==> config.mk <==
export PLATFORM = sky130hd
export DESIGN_NAME = switch_mode_ctrl
export DESIGN_NICKNAME = d
export VERILOG_FILES = /design/src/shared/hs_ctrl_pkg.sv /design/src/rtl/switch_mode_ctrl.sv /design/src/rtl/activity_timer.sv
export SDC_FILE = /design/constraint.sdc
export NUM_CORES = 1
export LEC_CHECK = 0
export ABC_AREA = 1
export CAP_MARGIN = 20
export CORE_MARGIN = 10
export CORE_UTILIZATION = 42
export CTS_CLUSTER_SIZE = 20
export DETAILED_ROUTE_END_ITERATION = 10
export DONT_BUFFER_PORTS = 1
export HOLD_SLACK_MARGIN = 0.15
export PLACE_DENSITY = 0.63
export SETUP_SLACK_MARGIN = 0.2
export SLEW_MARGIN = 20
export SYNTH_ARGS = -nofsm -noshare
export SYNTH_HDL_FRONTEND = slang
export SYNTH_SLANG_ARGS = --single-unit
==> constraint.sdc <==
create_clock -name clk_i -period 3 [get_ports clk_i]
set_input_delay 0.6 -clock clk_i [delete_from_list [all_inputs] [get_ports clk_i]]
set_output_delay 0.6 -clock clk_i [all_outputs]
set_load 0.02 [all_outputs]
==> src/shared/hs_ctrl_pkg.sv <==
// How it works
// - one of four modes from three terms
// - wake-up is pin or either activity flag
// - fail-safe: armed supply loss or watchdog expiry
// - fault ORs channel, undervoltage, gated overvoltage flags
// - sleep holds both channels off
// - fault mode holds both channels off
// - pin low or fail-safe: inputs drive channels
// - watchdog runs only under its five conditions, or in the fail-safe exit window
// - input idle past timeout clears activity flag
// - both flags clear, pin low: sleep
// - pin or input rising edge wakes device
// - wake resets registers, ready after delay
// - on-command from input, on, duty, gating
// - duty comes from pulse-width low byte
// - direct control uses default delay and slew
// - internal clock drives per-channel pulse width
// - external clock pin sets pulse frequency
// - watchdog-off bit four blocks watchdog-expiry fail-safe entry
// - per-channel width, setup, current-limit registers
// - normal flag reads one in normal mode
// - fail-safe exit needs toggle-one then word
// - fail-safe: flag pin low, regs reset, blocked
package hs_ctrl_pkg;

	// ---------------------------------------------------------
	// timing
	// ---------------------------------------------------------
	localparam int CLK_MHZ = 200; // clock rate
	localparam int IN_TIMEOUT_MS = 250; // input idle timeout
	localparam int WD_TIMEOUT_MS = 310; // watchdog timeout
	localparam int READY_US = 50; // wake to functions ready
	localparam int IN_TIMEOUT_CYC = IN_TIMEOUT_MS * 1000 * CLK_MHZ;
	localparam int WD_TIMEOUT_CYC = WD_TIMEOUT_MS * 1000 * CLK_MHZ;
	localparam int READY_CYC = READY_US * CLK_MHZ;

	// ---------------------------------------------------------
	// register map, byte offsets
	// ---------------------------------------------------------
	localparam logic [7:0] OFS_GCR = 8'h00;
	localparam logic [7:0] OFS_PW0 = 8'h04;
	localparam logic [7:0] OFS_PW1 = 8'h08;
	localparam logic [7:0] OFS_SETUP0 = 8'h0C;
	localparam logic [7:0] OFS_SETUP1 = 8'h10;
	localparam logic [7:0] OFS_LIMIT0 = 8'h14;
	localparam logic [7:0] OFS_LIMIT1 = 8'h18;
	localparam logic [7:0] OFS_STATUS = 8'h1C;

	// ---------------------------------------------------------
	// fields
	// ---------------------------------------------------------
	localparam int REG_W = 15; // stored bits; bit 15 is the toggle
	localparam int TOGGLE_BIT = 15; // watchdog_toggle_bit in every write
	localparam int GCR_WD_OFF = 4; // watchdog_off_bit
	localparam int GCR_VDD_ARM = 3; // logic-supply-loss detection armed
	localparam int GCR_OV_GATE = 2; // supply_high_gate_bit
	localparam int PW_ON = 8; // channel on bit, duty in [7:0]
	localparam int SET_PWM_EN = 0; // pulse gating
	localparam int SET_CLK_INT = 1; // 1 internal, 0 external clock
	localparam int SET_DIRECT = 2; // direct input allowed
	localparam int SET_SLEW = 3; // two bits
	localparam int SET_DELAY = 5; // two bits
	localparam int SET_DIV = 7; // clock_divider_setting, three bits
	localparam int DIV_W = 3;

	// ---------------------------------------------------------
	// reset values
	// ---------------------------------------------------------
	localparam logic [REG_W-1:0] GCR_RST = 15'h0004;
	localparam logic [REG_W-1:0] SETUP_RST = 15'h0004;

	// ---------------------------------------------------------
	// types
	// ---------------------------------------------------------
	typedef enum logic [3:0] {
		MODE_SLEEP = 4'h1,
		MODE_NORMAL = 4'h2,
		MODE_FAILSAFE = 4'h4,
		MODE_FAULT = 4'h8
	} op_mode_t;

	typedef struct packed {
		logic [1:0] oc; // overcurrent_fault per channel
		logic [1:0] ot; // overtemperature_fault per channel
		logic [1:0] sc; // severe_short_fault per channel
		logic uv; // undervoltage_fault
		logic ov; // supply_high_fault
	} fault_in_t;

	typedef struct packed {
		logic [1:0] slew;
		logic [1:0] delay;
	} drive_cfg_t;

	typedef struct packed {
		logic [REG_W-1:0] global_control_reg; // global_control_reg
		logic [1:0][REG_W-1:0] pw; // pulse_width_reg
		logic [1:0][REG_W-1:0] setup; // channel_setup_reg
		logic [1:0][REG_W-1:0] limit; // current_limit_reg
	} regs_t;

	localparam regs_t REGS_RST = '{global_control_reg: GCR_RST, setup: {SETUP_RST, SETUP_RST}, default: '0};

endpackage

==> src/rtl/switch_mode_ctrl.sv <==
// Decided for this implementation: the register offsets and the APB register port.
`timescale 1ns/1ps
// ---------------------------------------------------------
// operating-mode controller, two channels
// ---------------------------------------------------------
module switch_mode_ctrl
	import hs_ctrl_pkg::*;
#(
	parameter int unsigned IN_TIMEOUT = IN_TIMEOUT_CYC, // input idle limit
	parameter int unsigned WD_TIMEOUT = WD_TIMEOUT_CYC, // watchdog limit
	parameter int unsigned READY_CYCLES = READY_CYC // wake to ready
) (
	input wire logic clk_i,
	input wire logic srst_i,
	input wire logic ce_i,
	// apb slave
	input wire logic psel_i,
	input wire logic penable_i,
	input wire logic pwrite_i,
	input wire logic [7:0] paddr_i,
	input wire logic [31:0] pwdata_i,
	output logic [31:0] prdata_o,
	output logic pready_o,
	output logic pslverr_o,
	// device pins and sense
	input wire logic reset_wake_i,
	input wire logic [1:0] in_i,
	input wire logic pwm_clk_i,
	input wire logic vdd_lost_i,
	input wire fault_in_t faults_i,
	input wire logic failsafe_flag_i,
	output logic failsafe_flag_o,
	output logic failsafe_flag_oe_o,
	// channel control
	output logic [1:0] hson_o,
	output drive_cfg_t [1:0] drive_cfg_o,
	output op_mode_t mode_o,
	output logic normal_state_flag_o,
	output logic ready_o
);

	// ---------------------------------------------------------
	// state
	// ---------------------------------------------------------
	localparam int RW = $clog2(READY_CYCLES + 1);
	localparam logic [RW-1:0] READY_LAST = RW'(READY_CYCLES);

	typedef struct packed {
		regs_t regs; // software registers
		op_mode_t mode; // registered mode
		logic fs_latch; // fail-safe condition caught
		logic exit_armed; // toggle-one word seen in fail-safe
		logic wd_on; // watchdog started by pin edge
		logic wd_last; // last toggle bit written
		logic pin_last; // reset_wake_pin last cycle
		logic ext_last; // external clock last cycle
		logic ready; // functions available
		logic [RW-1:0] ready_cnt; // cycles since wake
		logic [1:0][7:0] pwm_cnt; // pulse period counters
		logic [1:0][DIV_W-1:0] pre_cnt; // internal prescalers
		logic [1:0] hson; // channel on-commands
		drive_cfg_t [1:0] cfg; // delay and slew per channel
		logic [31:0] prdata; // read data
	} ctl_state_t;

	localparam ctl_state_t ST_RST = '{regs: REGS_RST, mode: MODE_SLEEP, default: '0};

	ctl_state_t st; // registered state
	ctl_state_t nxt; // next state

	logic [1:0] in_on; // input activity flags
	logic wd_alive; // watchdog not expired
	logic wd_run; // watchdog counting
	logic wd_restart; // watchdog restart event
	logic wake; // wake-up term
	logic fault_term; // fault term
	logic fs_term; // fail-safe term
	op_mode_t mode_now; // mode decoded this cycle
	logic direct; // inputs alone drive channels
	logic apb_access; // access phase
	logic apb_wr; // write taken this cycle
	logic wr_ok; // registers may change
	logic tog; // toggle bit of the write
	logic pin_rise; // rising pin edge
	logic [3:0] sel; // register selected by address

	// ---------------------------------------------------------
	// helpers
	// ---------------------------------------------------------
	// address to register index, 15 for unmapped
	function automatic logic [3:0] reg_sel(input logic [7:0] a);
		logic [3:0] r;
		r = 4'hF;
		case (a)
			OFS_GCR: r = 4'h0;
			OFS_PW0: r = 4'h1;
			OFS_PW1: r = 4'h2;
			OFS_SETUP0: r = 4'h3;
			OFS_SETUP1: r = 4'h4;
			OFS_LIMIT0: r = 4'h5;
			OFS_LIMIT1: r = 4'h6;
			OFS_STATUS: r = 4'h7;
			default: r = 4'hF;
		endcase
		return r;
	endfunction

	// zero-extend a stored register to the bus width
	function automatic logic [31:0] word(input logic [REG_W-1:0] v);
		return {{(32 - REG_W){1'b0}}, v};
	endfunction

	// ---------------------------------------------------------
	// timers
	// ---------------------------------------------------------
	// per-channel activity, restarted while the input is high
	for (genvar c = 0; c < 2; c++) begin : g_act
		activity_timer #(
			.LIMIT(IN_TIMEOUT),
			.START_ALIVE(1'b0)
		) u_act (
			.clk_i(clk_i),
			.srst_i(srst_i),
			.ce_i(ce_i),
			.restart_i(in_i[c]),
			.run_i(1'b1),
			.alive_o(in_on[c])
		);
	end

	// serial watchdog, also times the fail-safe exit window
	activity_timer #(
		.LIMIT(WD_TIMEOUT),
		.START_ALIVE(1'b1)
	) u_wd (
		.clk_i(clk_i),
		.srst_i(srst_i),
		.ce_i(ce_i),
		.restart_i(wd_restart),
		.run_i(wd_run),
		.alive_o(wd_alive)
	);

	// ---------------------------------------------------------
	// mode terms
	// ---------------------------------------------------------
	always_comb begin
		wake = reset_wake_i | in_on[0] | in_on[1];
		fault_term = (|faults_i.oc) | (|faults_i.ot) | (|faults_i.sc) | faults_i.uv
			| (faults_i.ov & st.regs.global_control_reg[GCR_OV_GATE]);
		fs_term = st.fs_latch;
		// fault beats fail-safe, sleep beats both
		if (!wake) begin
			mode_now = MODE_SLEEP;
		end else if (fault_term) begin
			mode_now = MODE_FAULT;
		end else if (fs_term) begin
			mode_now = MODE_FAILSAFE;
		end else begin
			mode_now = MODE_NORMAL;
		end
		direct = !reset_wake_i || fs_term;
	end

	// ---------------------------------------------------------
	// bus and watchdog control
	// ---------------------------------------------------------
	always_comb begin
		apb_access = psel_i && penable_i && ce_i;
		sel = reg_sel(paddr_i);
		apb_wr = apb_access && pwrite_i;
		// registers stay at default while the pin is low
		wr_ok = st.ready && !fs_term && reset_wake_i;
		tog = pwdata_i[TOGGLE_BIT];
		pin_rise = reset_wake_i && !st.pin_last;
		// pin edge starts it, a flipped toggle bit feeds it
		wd_restart = pin_rise || st.regs.global_control_reg[GCR_WD_OFF] || (apb_wr && (tog != st.wd_last)) ||
			(apb_wr && fs_term && tog && !st.exit_armed);
		wd_run = (st.wd_on && mode_now == MODE_NORMAL && !vdd_lost_i &&
			!st.regs.global_control_reg[GCR_WD_OFF] && reset_wake_i) ||
			(fs_term && st.exit_armed);
	end

	// zero wait states; errors for unmapped or refused writes
	assign pready_o = apb_access;
	assign pslverr_o = apb_access && (sel == 4'hF || (pwrite_i && (sel == 4'h7 || !wr_ok)));

	// ---------------------------------------------------------
	// next state
	// ---------------------------------------------------------
	always_comb begin
		logic duty_sig;
		logic cmd;
		logic tick;
		logic on_bit;
		logic dctl;
		logic [REG_W-1:0] pw;
		logic [REG_W-1:0] su;
		duty_sig = 1'b0;
		cmd = 1'b0;
		tick = 1'b0;
		on_bit = 1'b0;
		dctl = 1'b0;
		pw = '0;
		su = '0;
		nxt = st;
		nxt.mode = mode_now;
		nxt.pin_last = reset_wake_i;
		nxt.ext_last = pwm_clk_i;

		// watchdog start and toggle tracking
		if (mode_now == MODE_SLEEP) begin
			nxt.wd_on = 1'b0;
		end else if (pin_rise) begin
			nxt.wd_on = 1'b1;
		end
		if (apb_wr) begin
			nxt.wd_last = tog;
		end

		// fail-safe entry: supply loss or watchdog expiry
		if (st.regs.global_control_reg[GCR_VDD_ARM] && vdd_lost_i) begin
			nxt.fs_latch = 1'b1;
		end
		if (mode_now == MODE_NORMAL && st.wd_on && !wd_alive && !st.regs.global_control_reg[GCR_WD_OFF]) begin
			nxt.fs_latch = 1'b1;
		end

		// fail-safe exit: toggle-one word, then a word in time
		if (fs_term && apb_wr) begin
			if (!st.exit_armed) begin
				nxt.exit_armed = tog;
			end else if (wd_alive && !vdd_lost_i) begin
				nxt.fs_latch = 1'b0;
				nxt.exit_armed = 1'b0;
			end else begin
				nxt.exit_armed = 1'b0;
			end
		end
		if (fs_term && st.exit_armed && !wd_alive) begin
			nxt.exit_armed = 1'b0; // window missed
		end
		if (mode_now == MODE_SLEEP) begin
			nxt.fs_latch = 1'b0;
			nxt.exit_armed = 1'b0;
		end

		// wake to ready delay
		if (mode_now == MODE_SLEEP) begin
			nxt.ready_cnt = '0;
		end else if (st.ready_cnt != READY_LAST) begin
			nxt.ready_cnt = RW'(st.ready_cnt + 1'b1);
		end
		nxt.ready = (nxt.ready_cnt == READY_LAST);

		// register writes
		if (apb_wr && wr_ok) begin
			unique case (sel)
				4'h0: nxt.regs.global_control_reg = pwdata_i[REG_W-1:0];
				4'h1: nxt.regs.pw[0] = pwdata_i[REG_W-1:0];
				4'h2: nxt.regs.pw[1] = pwdata_i[REG_W-1:0];
				4'h3: nxt.regs.setup[0] = pwdata_i[REG_W-1:0];
				4'h4: nxt.regs.setup[1] = pwdata_i[REG_W-1:0];
				4'h5: nxt.regs.limit[0] = pwdata_i[REG_W-1:0];
				4'h6: nxt.regs.limit[1] = pwdata_i[REG_W-1:0];
				default: nxt.regs = st.regs; // status or unmapped
			endcase
		end
		// defaults while asleep, pin low or in fail-safe
		if (mode_now == MODE_SLEEP || !reset_wake_i || fs_term) begin
			nxt.regs = REGS_RST;
		end

		// read data captured in the setup phase
		if (psel_i && !penable_i && !pwrite_i) begin
			unique case (sel)
				4'h0: nxt.prdata = word(st.regs.global_control_reg);
				4'h1: nxt.prdata = word(st.regs.pw[0]);
				4'h2: nxt.prdata = word(st.regs.pw[1]);
				4'h3: nxt.prdata = word(st.regs.setup[0]);
				4'h4: nxt.prdata = word(st.regs.setup[1]);
				4'h5: nxt.prdata = word(st.regs.limit[0]);
				4'h6: nxt.prdata = word(st.regs.limit[1]);
				4'h7: nxt.prdata = {21'h000000, fault_term, failsafe_flag_i, in_on, st.ready, fs_term,
					st.mode, st.mode == MODE_NORMAL};
				default: nxt.prdata = 32'h00000000;
			endcase
		end

		// channel commands
		for (int c = 0; c < 2; c++) begin
			pw = st.regs.pw[c];
			su = st.regs.setup[c];
			on_bit = pw[PW_ON];
			dctl = su[SET_DIRECT];
			// internal prescaled tick or external clock edge
			if (su[SET_CLK_INT]) begin
				tick = (st.pre_cnt[c] == su[SET_DIV +: DIV_W]);
				nxt.pre_cnt[c] = tick ? '0 : DIV_W'(st.pre_cnt[c] + 1'b1);
			end else begin
				tick = pwm_clk_i && !st.ext_last;
				nxt.pre_cnt[c] = '0;
			end
			if (tick) begin
				nxt.pwm_cnt[c] = 8'(st.pwm_cnt[c] + 1'b1);
			end
			duty_sig = (st.pwm_cnt[c] < pw[7:0]);
			cmd = (in_i[c] && dctl) || (on_bit && duty_sig && su[SET_PWM_EN]) ||
				(on_bit && !su[SET_PWM_EN]);
			if (mode_now == MODE_SLEEP || mode_now == MODE_FAULT) begin
				nxt.hson[c] = 1'b0;
			end else if (direct) begin
				nxt.hson[c] = in_i[c];
			end else begin
				nxt.hson[c] = cmd;
			end
			// input-driven switching keeps default timing
			if (direct || (in_i[c] && dctl)) begin
				nxt.cfg[c] = '0;
			end else begin
				nxt.cfg[c] = '{slew: su[SET_SLEW +: 2], delay: su[SET_DELAY +: 2]};
			end
		end
	end

	// ---------------------------------------------------------
	// state register
	// ---------------------------------------------------------
	always_ff @(posedge clk_i) begin
		if (srst_i) begin
			st <= ST_RST;
		end else if (ce_i) begin
			st <= nxt;
		end
	end

	// ---------------------------------------------------------
	// outputs
	// ---------------------------------------------------------
	assign prdata_o = st.prdata;
	assign hson_o = st.hson;
	assign drive_cfg_o = st.cfg;
	assign mode_o = st.mode;
	assign normal_state_flag_o = (st.mode == MODE_NORMAL);
	assign ready_o = st.ready;
	// open drain: pulled low while in fail-safe
	assign failsafe_flag_o = 1'b0;
	assign failsafe_flag_oe_o = (st.mode == MODE_FAILSAFE);
endmodule

==> src/rtl/activity_timer.sv <==
`timescale 1ns/1ps
// ---------------------------------------------------------
// restartable timeout counter
// ---------------------------------------------------------
module activity_timer
	import hs_ctrl_pkg::*;
#(
	parameter int unsigned LIMIT = IN_TIMEOUT_CYC, // cycles to expiry
	parameter bit START_ALIVE = 1'b0 // state after reset
) (
	input wire logic clk_i,
	input wire logic srst_i,
	input wire logic ce_i,
	input wire logic restart_i,
	input wire logic run_i,
	output logic alive_o
);
	localparam int W = $clog2(LIMIT + 1);
	localparam logic [W-1:0] LAST = W'(LIMIT);

	typedef struct packed {
		logic [W-1:0] cnt; // cycles since last restart
	} tmr_state_t;

	tmr_state_t st; // registered state
	tmr_state_t nxt; // next state

	// count up, stick at the limit
	always_comb begin
		nxt = st;
		if (restart_i) begin
			nxt.cnt = '0;
		end else if (run_i && st.cnt != LAST) begin
			nxt.cnt = W'(st.cnt + 1'b1);
		end
	end

	// clock enable freezes the count
	always_ff @(posedge clk_i) begin
		if (srst_i) begin
			st <= START_ALIVE ? '0 : LAST;
		end else if (ce_i) begin
			st <= nxt;
		end
	end

	// alive until the limit is reached
	assign alive_o = (st.cnt != LAST);

endmodule

## After elaboration in Yosys (flattened, before gate mapping)

Memories as Yosys holds them, arrays and structs flattened.
Cells that the tools add are included.

| word-level totals | value |
|---|---|
| ROM bits | 128 |
| word-level logic and storage cells | 210 |
| flip-flop bits (word level) | 272 |
| output and inout port bits | 52 |
| input port bits | 60 |
| memories kept | 1 |

| cells by class | value |
|---|---|
| equal/unequal tests | 21 |
| bitwise logic cells | 7 |
| multiplexer cells | 44 |
| order comparisons | 2 |
| $add $sub $neg | 8 |
| reductions and logical operators | 98 |

Memory list:

| memory | words | bits a word | rd ports | clocked after Yosys merged registers in | wr ports | RTL line | source |
|---|---|---|---|---|---|---|---|
| (name not given) | 32 | 4 | 1 | 0 | 0 | switch_mode_ctrl.sv:94 | `case (a)` |

Operators by type and width:

| kind | number |
|---|---|
| 105-bit two-way mux | 2 |
| 26-bit two-way mux | 6 |
| 15-bit case mux with 8 select lines | 1 |
| 15-bit two-way mux | 7 |
| 26-bit by 1-bit adder with 26-bit output (second input constant) | 3 |
| 26-bit inequality test (second input constant) | 3 |
| 1-bit logical AND | 35 |
| 14-bit two-way mux | 2 |
| 2-bit nonzero test | 12 |
| 3-bit AND reduction | 7 |
| 4-bit by 3-bit == test with 1-bit output (second input constant) | 5 |
| 4-bit two-way mux | 5 |
| 2-bit AND reduction | 9 |
| 8-bit by 1-bit adder with 8-bit output (second input constant) | 2 |
| 4-bit by 2-bit == test with 1-bit output (second input constant) | 4 |
| 1-bit logical OR | 16 |
| 8-bit < comparator | 2 |
| 3-bit two-way mux | 5 |
| 14-bit by 1-bit adder with 14-bit output (second input constant) | 1 |
| 14-bit == test (second input constant) | 1 |
| 1-bit two-way mux | 14 |
| 14-bit inequality test (second input constant) | 1 |
| 1-bit logical NOT | 13 |
| 4-bit by 1-bit == test with 1-bit output (second input constant) | 2 |
| other kinds (11) | 22 |

## Logic depth before layout (Yosys ltp)

Gate-level depths: netlist of the first run.

| logic depth | value |
|---|---|
| word-level depth | 17 |
| depth in mapped cells | 13 |
| mapped depth without buffers | 13 |

## Hierarchy

Synthesis of the first run repeated with hierarchy kept, for this count alone.

| second synthesis, totals | value |
|---|---|
| cells, all modules | 2289 |
| area total of the unflattened synthesis | 14904.3 um^2 |

Modules (own cells, without submodules):

| module | times used | seq. area each (um^2) | area each (um^2) | cells each |
|---|---|---|---|---|
| switch_mode_ctrl | 1 | 3543.4 | 9067.4 | 1318 |
| activity_timer at g_act[0].u_act ... | 2 | 520.5 | 1928.1 | 311 |
| activity_timer at u_wd | 1 | 520.5 | 1980.6 | 349 |

## Worst setup path after synthesis of the first run

Ideal clock, no wire load.

| timing | value |
|---|---|
| path type | input to output |
| start | input paddr_i[1] |
| end | output pslverr_o |
| path slack | 0.673 ns |
| cell stages on the path | 7 |
| required time | 2.400 ns |
| data arrival time | 1.727 ns |
| path buffers | 0 |
| path through | nor2_1 -> nand3_2 -> inv_1 -> nand3_1 -> inv_2 -> nor3_1 -> o22ai_1 |

| between the ends | value |
|---|---|
| cells in the longest elaborated chain, start to end | 7 |
| elaborated cells on any way between the ends | 8 |
| classes of those cells | eq/ne (2); mux (1); reduce/logical (4); memory (1) |

RTL lines:

| what | RTL line | source |
|---|---|---|
| start, declared | switch_mode_ctrl.sv:20 | `input wire logic [7:0] paddr_i,` |
| memory 32 x 4 bit * | -- |  |
| 4-bit two-way mux * | switch_mode_ctrl.sv:94 |  |
| 4-bit by 3-bit == test with 1-bit output | switch_mode_ctrl.sv:186 | `assign pslverr_o = apb_access && (sel == 4'hF \|\| (pwrite_i && (sel == 4'h7 \|\| !wr_ok)));` |
| 1-bit logical OR | switch_mode_ctrl.sv:186 |  |
| 1-bit logical AND | switch_mode_ctrl.sv:186 |  |
| 1-bit logical OR * | switch_mode_ctrl.sv:186 |  |
| 1-bit logical AND * | switch_mode_ctrl.sv:186 |  |
| end, declared | switch_mode_ctrl.sv:24 | `output logic pslverr_o,` |

Every way passes the cells marked *; elsewhere a longest branch is shown, timed or not.

## Worst setup path after layout of the first run

| timing | value |
|---|---|
| start | register st (netlist bit fs_term) |
| end | output pslverr_o |

| between the ends | value |
|---|---|
| cells in the longest elaborated chain, start to end | 8 |

RTL lines:

| what | RTL line | source |
|---|---|---|
| start, declared | switch_mode_ctrl.sv:68 | `ctl_state_t st;` |
| start signal, assigned | switch_mode_ctrl.sv:333 | `st <= nxt;` |
| 1-bit logical NOT | switch_mode_ctrl.sv:173 | `wr_ok = st.ready && !fs_term && reset_wake_i;` |
| 1-bit logical AND (2 in series) | switch_mode_ctrl.sv:173 |  |
| 1-bit logical NOT | switch_mode_ctrl.sv:186 |  |
| 1-bit logical OR | switch_mode_ctrl.sv:186 |  |
| 1-bit logical AND | switch_mode_ctrl.sv:186 |  |
| 1-bit logical OR | switch_mode_ctrl.sv:186 |  |
| 1-bit logical AND | switch_mode_ctrl.sv:186 |  |

Every way passes these cells.

==> impl_metrics.toml, run 1 <==
[outcome]
status = "complete, no violations"

[synthesis]
synthCells = 2089
yosysWarnings = 0
synth_edf_count = 0
seq_area_frac_synth_pct = 36.50
synth_ff_type = "dfxtp_1"
ys_ff_latch = 255
synth_area_um2 = 13990
synth_cell_types = 49
syn_avg_cell_area_um2 = 6.696
synth-async-reset-ratio_pct = 0

[floorplanning]
ios = 112
die_x_um = 202.5
initial_core_util_pct = 42.77
core-area_um2 = 32700
die_h_um = 202.5
die-area_um2 = 41000
rows = 66

[placed_design]
hpwl_mm = 30.31
pre_cts_ws_ns = 0.3984
gp_congestion = 0.9279
numPortBuffers = 0

[cts]
cts.sink_count = 255
h-tree-depth = 1
numCtsBuffers = 30
cts_tree = "built"
insertion_delay_ns = 0.57
clockBufferDepth = 3
post_cts_buffers = 0
root_buffer = "clkbuf_16"
clk_pin_slew_ns = 0.06

[run]
maxCapViolCount = 0

[power]
p_per_area_nw_per_um2 = 533.4
power_mw = 8.080
leakage_nw = 5.741
vdd_drop_max_mv = 0.4422

[worst_setup_path]
critPathKind = "flop to output pin"
cp_max_fo = 21
crit_family = "buffers and inverters"
startpoint_type = "flop"
timing.reg2reg.setup_slack_ns = 0.57
worst_ep_arrival_time_ns = 2.00
cp_cell_sequence = "nor2_2 > inv_2 > nor3_1 > o22ai_1 > buf_4"
path_buf_inv = 2
endpoint_kind = "output pin"
max_stage_delay_ns = 0.45
required_ns = 2.40
crit_path_top_delay_cell = "dfxtp_1"

[routing]
ant_nets = 0
drc = 0
drt-pass1-iter-count = 5
drt_iter0_drc = 974
viasPerCell = 5.305
dr_total_vias = 13260
wl_per_cell_um = 16.91
wl_mm = 42.29

[sta]
tightest_slew_ns = 1.015
slew_violations = 0
rsz0062_at_grt = "no"
min_period_ns = 2.597
hold_violations = 0
timing.setup.tns_ns = 0
max_freq_mhz = 385.0
max_slew_margin_pct = 32.28
finalCritPeriodShare_pct = 86.57
worst_slack_ns = 0.4028
skew_ns = 0.02098
hold_ws_ns = 0.2007
finalSetupViolCount = 0

[grt]
grt_pass1_wl_mm = 67.36
grt_pass1_vias = 12300
grt_overflow = 0
antenna_found_initial = 0
grtUsageTotal_pct = 19.91
grt_start_max_net_pins = 116

[min_path]
hp-class = "input pin to flop"

[final_layout]
diodes = 0
fin_nets = 2125
drive_gt1_share_pct = 5.199
final_cell_mix = "393 x nand2_1, 291 x nor2_1, 255 x dfxtp_1"
syn_to_final_growth_pct = 8.292
mostFrequentLayoutCell = "nand2_1"
fillers = 3418
## path summary, 6_finish.rpt
check | start | end | cells past startpoint
worst max-delay path | fs_term | pslverr_o | 5
worst min-delay path | srst_i | st[55] | 2
worst max register to register | g_act[0].u_act.st[0] | u_wd.st[6] | 12
worst min register to register | st[99] | st[99] | 2
## state kept, by name, indices dropped and copies added (netlist names)
| register | cells |
|---|---|
| g_act.u_act.st | 52 |
| drive_cfg_o | 8 |
| ready_o | 1 |
| st | 146 |
| u_wd.st | 26 |
| prdata_o | 15 |
| fs_term | 1 |
| mode_o | 4 |
| hson_o | 2 |
## what timing repair did
action | in CTS | in global routing
hold endpoints to repair | 84 | 0
endpoints found under the setup margin | 0 | 1
gates resized for setup | 0 | 1
hold buffers | 2 | 0
## cell usage after synthesis (2+ instances only)
library cell	instances	area, um2
a211oi_1	13	97.59
a21oi_1	175	875.8
a31oi_1	6	37.54
buf_1	7	26.28
buf_2	21	105.1
buf_4	50	375.4
buf_6	2	22.52
clkbuf_1	53	198.9
dfxtp_1	255	5105
ha_1	26	325.3
inv_1	214	803.3
inv_2	6	22.52
nand2_1	393	1475
nand2_4	2	22.52
nand3_1	135	675.7
nand3_2	2	20.02
nand3b_1	7	52.55
nand4_1	50	312.8
nor2_1	291	1092
nor2_2	8	50.05
nor3_1	58	290.3
nor3b_1	10	75.07
nor4_1	9	56.30
o2111ai_1	2	17.52
o211ai_1	18	135.1
o21a_1	5	37.54
o21ai_0	166	830.8
o21ai_1	7	35.03
o21bai_1	2	15.01
o22ai_1	20	125.1
o311ai_0	3	26.28
or2_1	2	12.51
or2_2	3	18.77
xnor2_1	16	140.1
xor2_1	38	332.8
## layout make-up
| type | count | area (um2) | share of cell area, % |
|---|---|---|---|
| Inverter | 221 | 832.0 | 5.493 |
| Sequential cell | 255 | 5105 | 33.70 |
| Clock inverter | 10 | 146.4 | 0.9665 |
| Tap cell | 442 | 553.0 | 3.651 |
| Multi-Input combinational cell | 1497 | 7388 | 48.78 |
| Timing Repair Buffer | 34 | 290.3 | 1.916 |
| Clock buffer | 41 | 832.0 | 5.493 |
## through the flow
| stage | utilization (%) | area [um2] | cells |
|---|---|---|---|
| floorplan | - | 14050 | 2106 |
| global placement | 43.21 | 14130 | 2447 |
| detailed placement | 43.21 | 14130 | 2447 |
| CTS | 46.32 | 15150 | 2500 |
| global route | 46.32 | 15150 | 2500 |
| finish | 46.32 | 15150 | 2500 |
## where the power goes
| group | switching [mW] | internal [mW] | total [mW] |
|---|---|---|---|
| combinational | 0.537 | 0.230 | 0.767 |
| sequential | 0.122 | 3.53 | 3.66 |
| clock | 1.47 | 2.19 | 3.66 |
| total | 2.13 | 5.95 | 8.08 |
## routing by layer
layer / vias to the layer above / routed length, um / track usage (%)
li1: 6725 / - / -
met1: 6137 / 18990 / 25.46
met2: 326 / 19450 / 33.16
met3: 74 / 2620 / 3.741
met4: 0 / 1220 / 6.288
met5: - / 0 / 0
## cells by family (layout without fill, tap and decap cells)
logic type / Yosys count / in the layout / synth area share, %
AO/OA/AOI/OAI: 420 / 420 / 16.25
XOR/XNOR: 54 / 54 / 3.381
adder cells (fa/ha/maj): 26 / 26 / 2.326
buffers and inverters: 354 / 306 / 11.14
flip-flops: 255 / 255 / 36.50
other: 1 / 18 / 0.02681
AND/OR/NAND/NOR: 979 / 979 / 30.38
Power figures use the tool's default switching activity.
==> run 2: changes to the inputs <==
--- a/config.mk
+++ b/config.mk
@@ -9,11 +9,12 @@
 export CAP_MARGIN = 20
 export CORE_MARGIN = 10
 export CORE_UTILIZATION = 42
-export CTS_CLUSTER_SIZE = 20
+export CTS_CLUSTER_SIZE = 14
 export DETAILED_ROUTE_END_ITERATION = 10
 export DONT_BUFFER_PORTS = 1
 export HOLD_SLACK_MARGIN = 0.15
 export PLACE_DENSITY = 0.63
+export RECOVER_POWER = 50
 export SETUP_SLACK_MARGIN = 0.2
 export SLEW_MARGIN = 20
 export SYNTH_ARGS = -nofsm -noshare
==> run 2 against run 1 <==
Net effect: the run now ends with capacitance limit, slew limit left; setup slack worse by 0.045 ns; sequential power hardly changed; clock skew fell by 0.00090 ns; critical path type unchanged; highest routed layer unchanged.
==> impl_metrics.toml, run 2 (synthesis results as in run 1) <==
[final_layout]
mostFrequentLayoutCell = "nand2_1"
fin_area_um2 = 15090
largestRegisters = "st x146, g_act.u_act.st x52, u_wd.st x26"
final_util_pct = 46.13
final_cell_mix = "393 x nand2_1, 294 x nor2_1, 255 x dfxtp_1"
fin_nets = 2125
largest_register_ffs = 146
largest_register = "st"
drive_gt1_share_pct = 4.665
syn_to_final_growth_pct = 7.854
diodes = 0
fin_cells = 2500

[sta]
rsz0062_at_grt = "no"
finalSetupViolCount = 0
min_period_ns = 2.642
skew_ns = 0.02008
hold_violations = 0
timing.setup.tns_ns = 0
max_slew_margin_pct = -28.91
max_freq_mhz = 378.5
tightest_slew_ns = 1.934
finalCritPeriodShare_pct = 88.07
slew_violations = 116

[worst_setup_path]
cp_max_fo = 21
startpoint_type = "flop"
critPathKind = "flop to output pin"
timing.reg2reg.setup_slack_ns = 0.44
endpoint_kind = "output pin"
required_ns = 2.40
worst_ep_arrival_time_ns = 2.04

[grt]
grtUsageMet1_pct = 25.46
top_usage_layer = "met2"
grt_pass1_wl_mm = 67.36
grt_overflow = 0
grt_start_max_net_pins = 116
antenna_found_initial = 0
grtUsageTotal_pct = 19.91
met2_usage_pct = 33.16
met3_usage_pct = 3.741
grt_pass1_vias = 12300

[floorplanning]
initial_core_util_pct = 42.77
core-area_um2 = 32700
die-area_um2 = 41000
rows = 66
die_h_um = 202.5
die_x_um = 202.5
ios = 112

[routing]
wl_mm = 42.36
ant_nets = 0
viasPerCell = 5.322
dr_total_vias = 13310
drc = 0
drt_iter0_drc = 939
wl_per_cell_um = 16.94
drt-pass1-iter-count = 6

[placed_design]
placedInstanceArea_um2 = 14130
numPortBuffers = 0
dp_cells = 2447
gp_congestion = 0.9279
hpwl_mm = 30.31

[cts]
clockBufferDepth = 3
cts_tree = "built"
numCtsBuffers = 30
post_cts_buffers = 0
h-tree-depth = 1
cts.sink_count = 255
insertion_delay_ns = 0.57
clk_pin_slew_ns = 0.06
root_buffer = "clkbuf_16"

[outcome]
status = "finished, violations left"
violations = "capacitance limit, slew limit"

[power]
power_mw = 8.082
leakage_nw = 5.711
vdd_drop_max_mv = 0.4420
p_per_area_nw_per_um2 = 535.7

[run]
maxCapViolCount = 2

[min_path]
hp-class = "input pin to flop"
==> run 2: cell types whose count changed in the layout (fill, tap and decap cells not counted), sizes merged <==
cell,previous run,this run
clkbuf,41,48
buf,33,26
==> run 2: what timing repair did <==
item	in CTS	in global routing
hold endpoints to repair	84	0
hold buffers	2	0
setup endpoints to repair	0	1
gates resized for setup	0	1
==> run 2: layout make-up <==
cell class / count / area [um2]
timing repair buffer: 34 / 252.7
multi-input combinational: 1497 / 7365
clock inverter: 10 / 146.4
fill: 3424 / 17620
inverter: 221 / 832.0
tap: 442 / 553.0
clock buffer: 41 / 832.0
sequential: 255 / 5105
==> run 2: through the flow <==
stage,setup slack [ns],hold WS (ns)
floorplan,0.6732,0.4245
global placement,0.4200,0.4360
detailed placement,0.3984,0.4386
CTS,0.3897,0.1618
global route,0.1728,0.1859
finish,0.3579,0.2005
==> run 2: final timing paths <==
| path | from | end | depth (start not counted) |
|---|---|---|---|
| max | fs_term | pslverr_o | 5 |
| min | srst_i | st[55] | 2 |
| max reg2reg | g_act[1].u_act.st[0] | u_wd.st[6] | 12 |
| min reg2reg | st[99] | st[99] | 2 |
==> run 2: where the power goes <==
| group | switching, mW | internal, mW | leakage, nW | total, mW |
|---|---|---|---|---|
| registers | 0.121 | 3.53 | 2.08 | 3.66 |
| clock network | 1.48 | 2.19 | 0.482 | 3.66 |
| logic | 0.535 | 0.228 | 3.15 | 0.763 |
==> run 2: worst max-delay path, cell delays in order (launching register included) <==
cell	delay (ns)
dfxtp_1	0.43
nor2_1	0.11
inv_2	0.40
nor3_1	0.10
o22ai_1	0.22
buf_4	0.20
==> run 2: routing by layer <==
metal	wire, um	part of all wire (%)	vias to the layer above
met1	18920	45	6172
met2	19520	46	339
li1	-	-	6722
met5	0	0	-
met4	1218	2.9	0
met3	2705	6.4	72
==> run 3: changes to the inputs <==
==> constraint.sdc (replaced) <==
create_clock -name clk_i -period 3 [get_ports clk_i]
set_input_delay 0.6 -clock clk_i [delete_from_list [all_inputs] [get_ports clk_i]]
set_output_delay 0.6 -clock clk_i [all_outputs]
set_load 0.1 [all_outputs]
==> run 3 against run 2 <==
Net effect: the run still ends with capacitance limit, slew limit left; via count up 0.65%; non-clock buffer count up 17; clock power up 2%; final cell count up 0.84%; critical path depth unchanged; flip-flop and latch count stayed put; sequential share of layout area is 0.42 points lower; global-route usage shrank 0.20 points; final area increased by 1.3%; die area stayed put; core utilization increased by 0.58 points; sequential power is essentially flat; largest cell class unchanged.
==> impl_metrics.toml, run 3 (synthesis results as in run 1) <==
[outcome]
status = "finished, violations left"
violations = "capacitance limit, slew limit"

[worst_setup_path]
cp_max_fo = 21
worst_ep_arrival_time_ns = 2.03
startpoint_type = "flop"
endpoint_kind = "output pin"
critPathKind = "flop to output pin"
required_ns = 2.40

[power]
swShare_pct = 27.66
vdd_drop_max_mv = 0.3775
p_seq_share_pct = 44.0
comb_power_share_pct = 11.1
intPower_mw = 6.012
pwr-share-clk_pct = 44.9
p_per_area_nw_per_um2 = 544.1
leakage_nw = 5.797
switchingPower_mw = 2.299

[cts]
cts_tree = "built"
root_buffer = "clkbuf_16"
insertion_delay_ns = 0.57
clk_pin_slew_ns = 0.06
cts.sink_count = 255
clockBufferDepth = 3
post_cts_buffers = 0
h-tree-depth = 1
numCtsBuffers = 29

[placed_design]
gp_congestion = 0.9043
numPortBuffers = 0
hpwl_mm = 30.11
pre_cts_ws_ns = 0.2836
placedInstanceArea_um2 = 14300

[final_layout]
fin_nets = 2141
final_cell_mix = "393 x nand2_1, 295 x nor2_1, 255 x dfxtp_1"
mostFrequentLayoutCell = "nand2_1"
fillers = 3444
largest_register_ffs = 146
largestRegisters = "st x146, g_act.u_act.st x52, u_wd.st x26"
drive_gt1_share_pct = 5.438
largest_register = "st"
final_util_pct = 46.71
syn_to_final_growth_pct = 9.204
fin_area_um2 = 15270

[sta]
max_slew_margin_pct = -32.46
rsz0062_at_grt = "no"
max_freq_mhz = 380.7
tightest_slew_ns = 1.987
finalCritPeriodShare_pct = 87.56
finalSetupViolCount = 0
skew_ns = 0.01544
hold_violations = 0
worst_slack_ns = 0.3731
timing.setup.tns_ns = 0
slew_violations = 116
min_period_ns = 2.627

[floorplanning]
rows = 66
die-area_um2 = 41000
core-area_um2 = 32700
die_x_um = 202.5
die_h_um = 202.5
initial_core_util_pct = 42.77
ios = 112

[routing]
ant_nets = 0
drt-pass1-iter-count = 6
dr_total_vias = 13390
wl_per_cell_um = 16.69
drc = 0
drt_iter0_drc = 1123
viasPerCell = 5.312
wl_mm = 42.09

[run]
maxCapViolCount = 1

[grt]
grt_pass1_wl_mm = 66.87
grtUsageTotal_pct = 19.71
antenna_found_initial = 1
grt_overflow = 0
grt_start_max_net_pins = 116
grt_pass1_vias = 12340

[min_path]
hp-class = "input pin to flop"
run 3: critical path, stage by stage, from the launching register on:
cell,delay (ns)
dfxtp_1,0.45
nor2_1,0.11
inv_2,0.40
nor3_2,0.11
o22ai_2,0.19
buf_12,0.21
run 3: timing repair:
| action | in CTS | in global routing |
|---|---|---|
| hold buffers | 2 | 0 |
| hold endpoints to repair | 84 | 0 |
| setup endpoints to repair | 0 | 1 |
| gates resized for setup | 0 | 3 |
run 3: metrics by stage:
stage          cells  hold WS (ns)  power, mW
2_1_floorplan   2106        0.4245      4.455
3_3_place_gp    2464        0.4335      4.605
3_5_place_dp    2464        0.4423      4.623
4_1_cts         2520        0.1614      8.385
5_1_grt         2521        0.1719      8.636
6_report        2521        0.1872      8.311
run 3: layer usage:
layer / track usage, % / part of all wire [%] / vias up / wire length [um]
met1: 25.30 / 44 / 6200 / 18690
met4: 6.022 / 2.8 / 0 / 1186
li1: - / - / 6749 / -
met5: 0 / 0 / - / 0
met3: 3.519 / 6.3 / 71 / 2664
met2: 32.96 / 46 / 371 / 19540
run 3: cell type report:
class	instances	area, um2	area share (%)
Antenna cell	1	2.502	0.01638
Clock buffer	40	807.0	5.283
Clock inverter	14	195.2	1.278
Inverter	221	832.0	5.447
Multi-Input combinational cell	1497	7410	48.51
Sequential cell	255	5105	33.42
Tap cell	442	553.0	3.621
Timing Repair Buffer	51	370.4	2.425
run 3: power by group through the flow:
stage | clock network [mW] | registers, mW | logic, mW
after floorplan | 0 | 3.68 | 0.778
after global placement | 0 | 3.73 | 0.877
after detailed placement | 0 | 3.73 | 0.893
after CTS | 3.80 | 3.66 | 0.924
after global routing | 3.94 | 3.67 | 1.02
final | 3.73 | 3.66 | 0.921
run 3: path summary, 6_finish.rpt:
path                                           start     endpoint  slack (ns)  cells after the start
worst min register to register                st[99]       st[99]        0.45                      2
worst max register to register  g_act[0].u_act.st[0]  u_wd.st[19]        0.56                     12
worst min-delay path                          srst_i       st[52]        0.19                      2
worst max-delay path                         fs_term    pslverr_o        0.37                      5
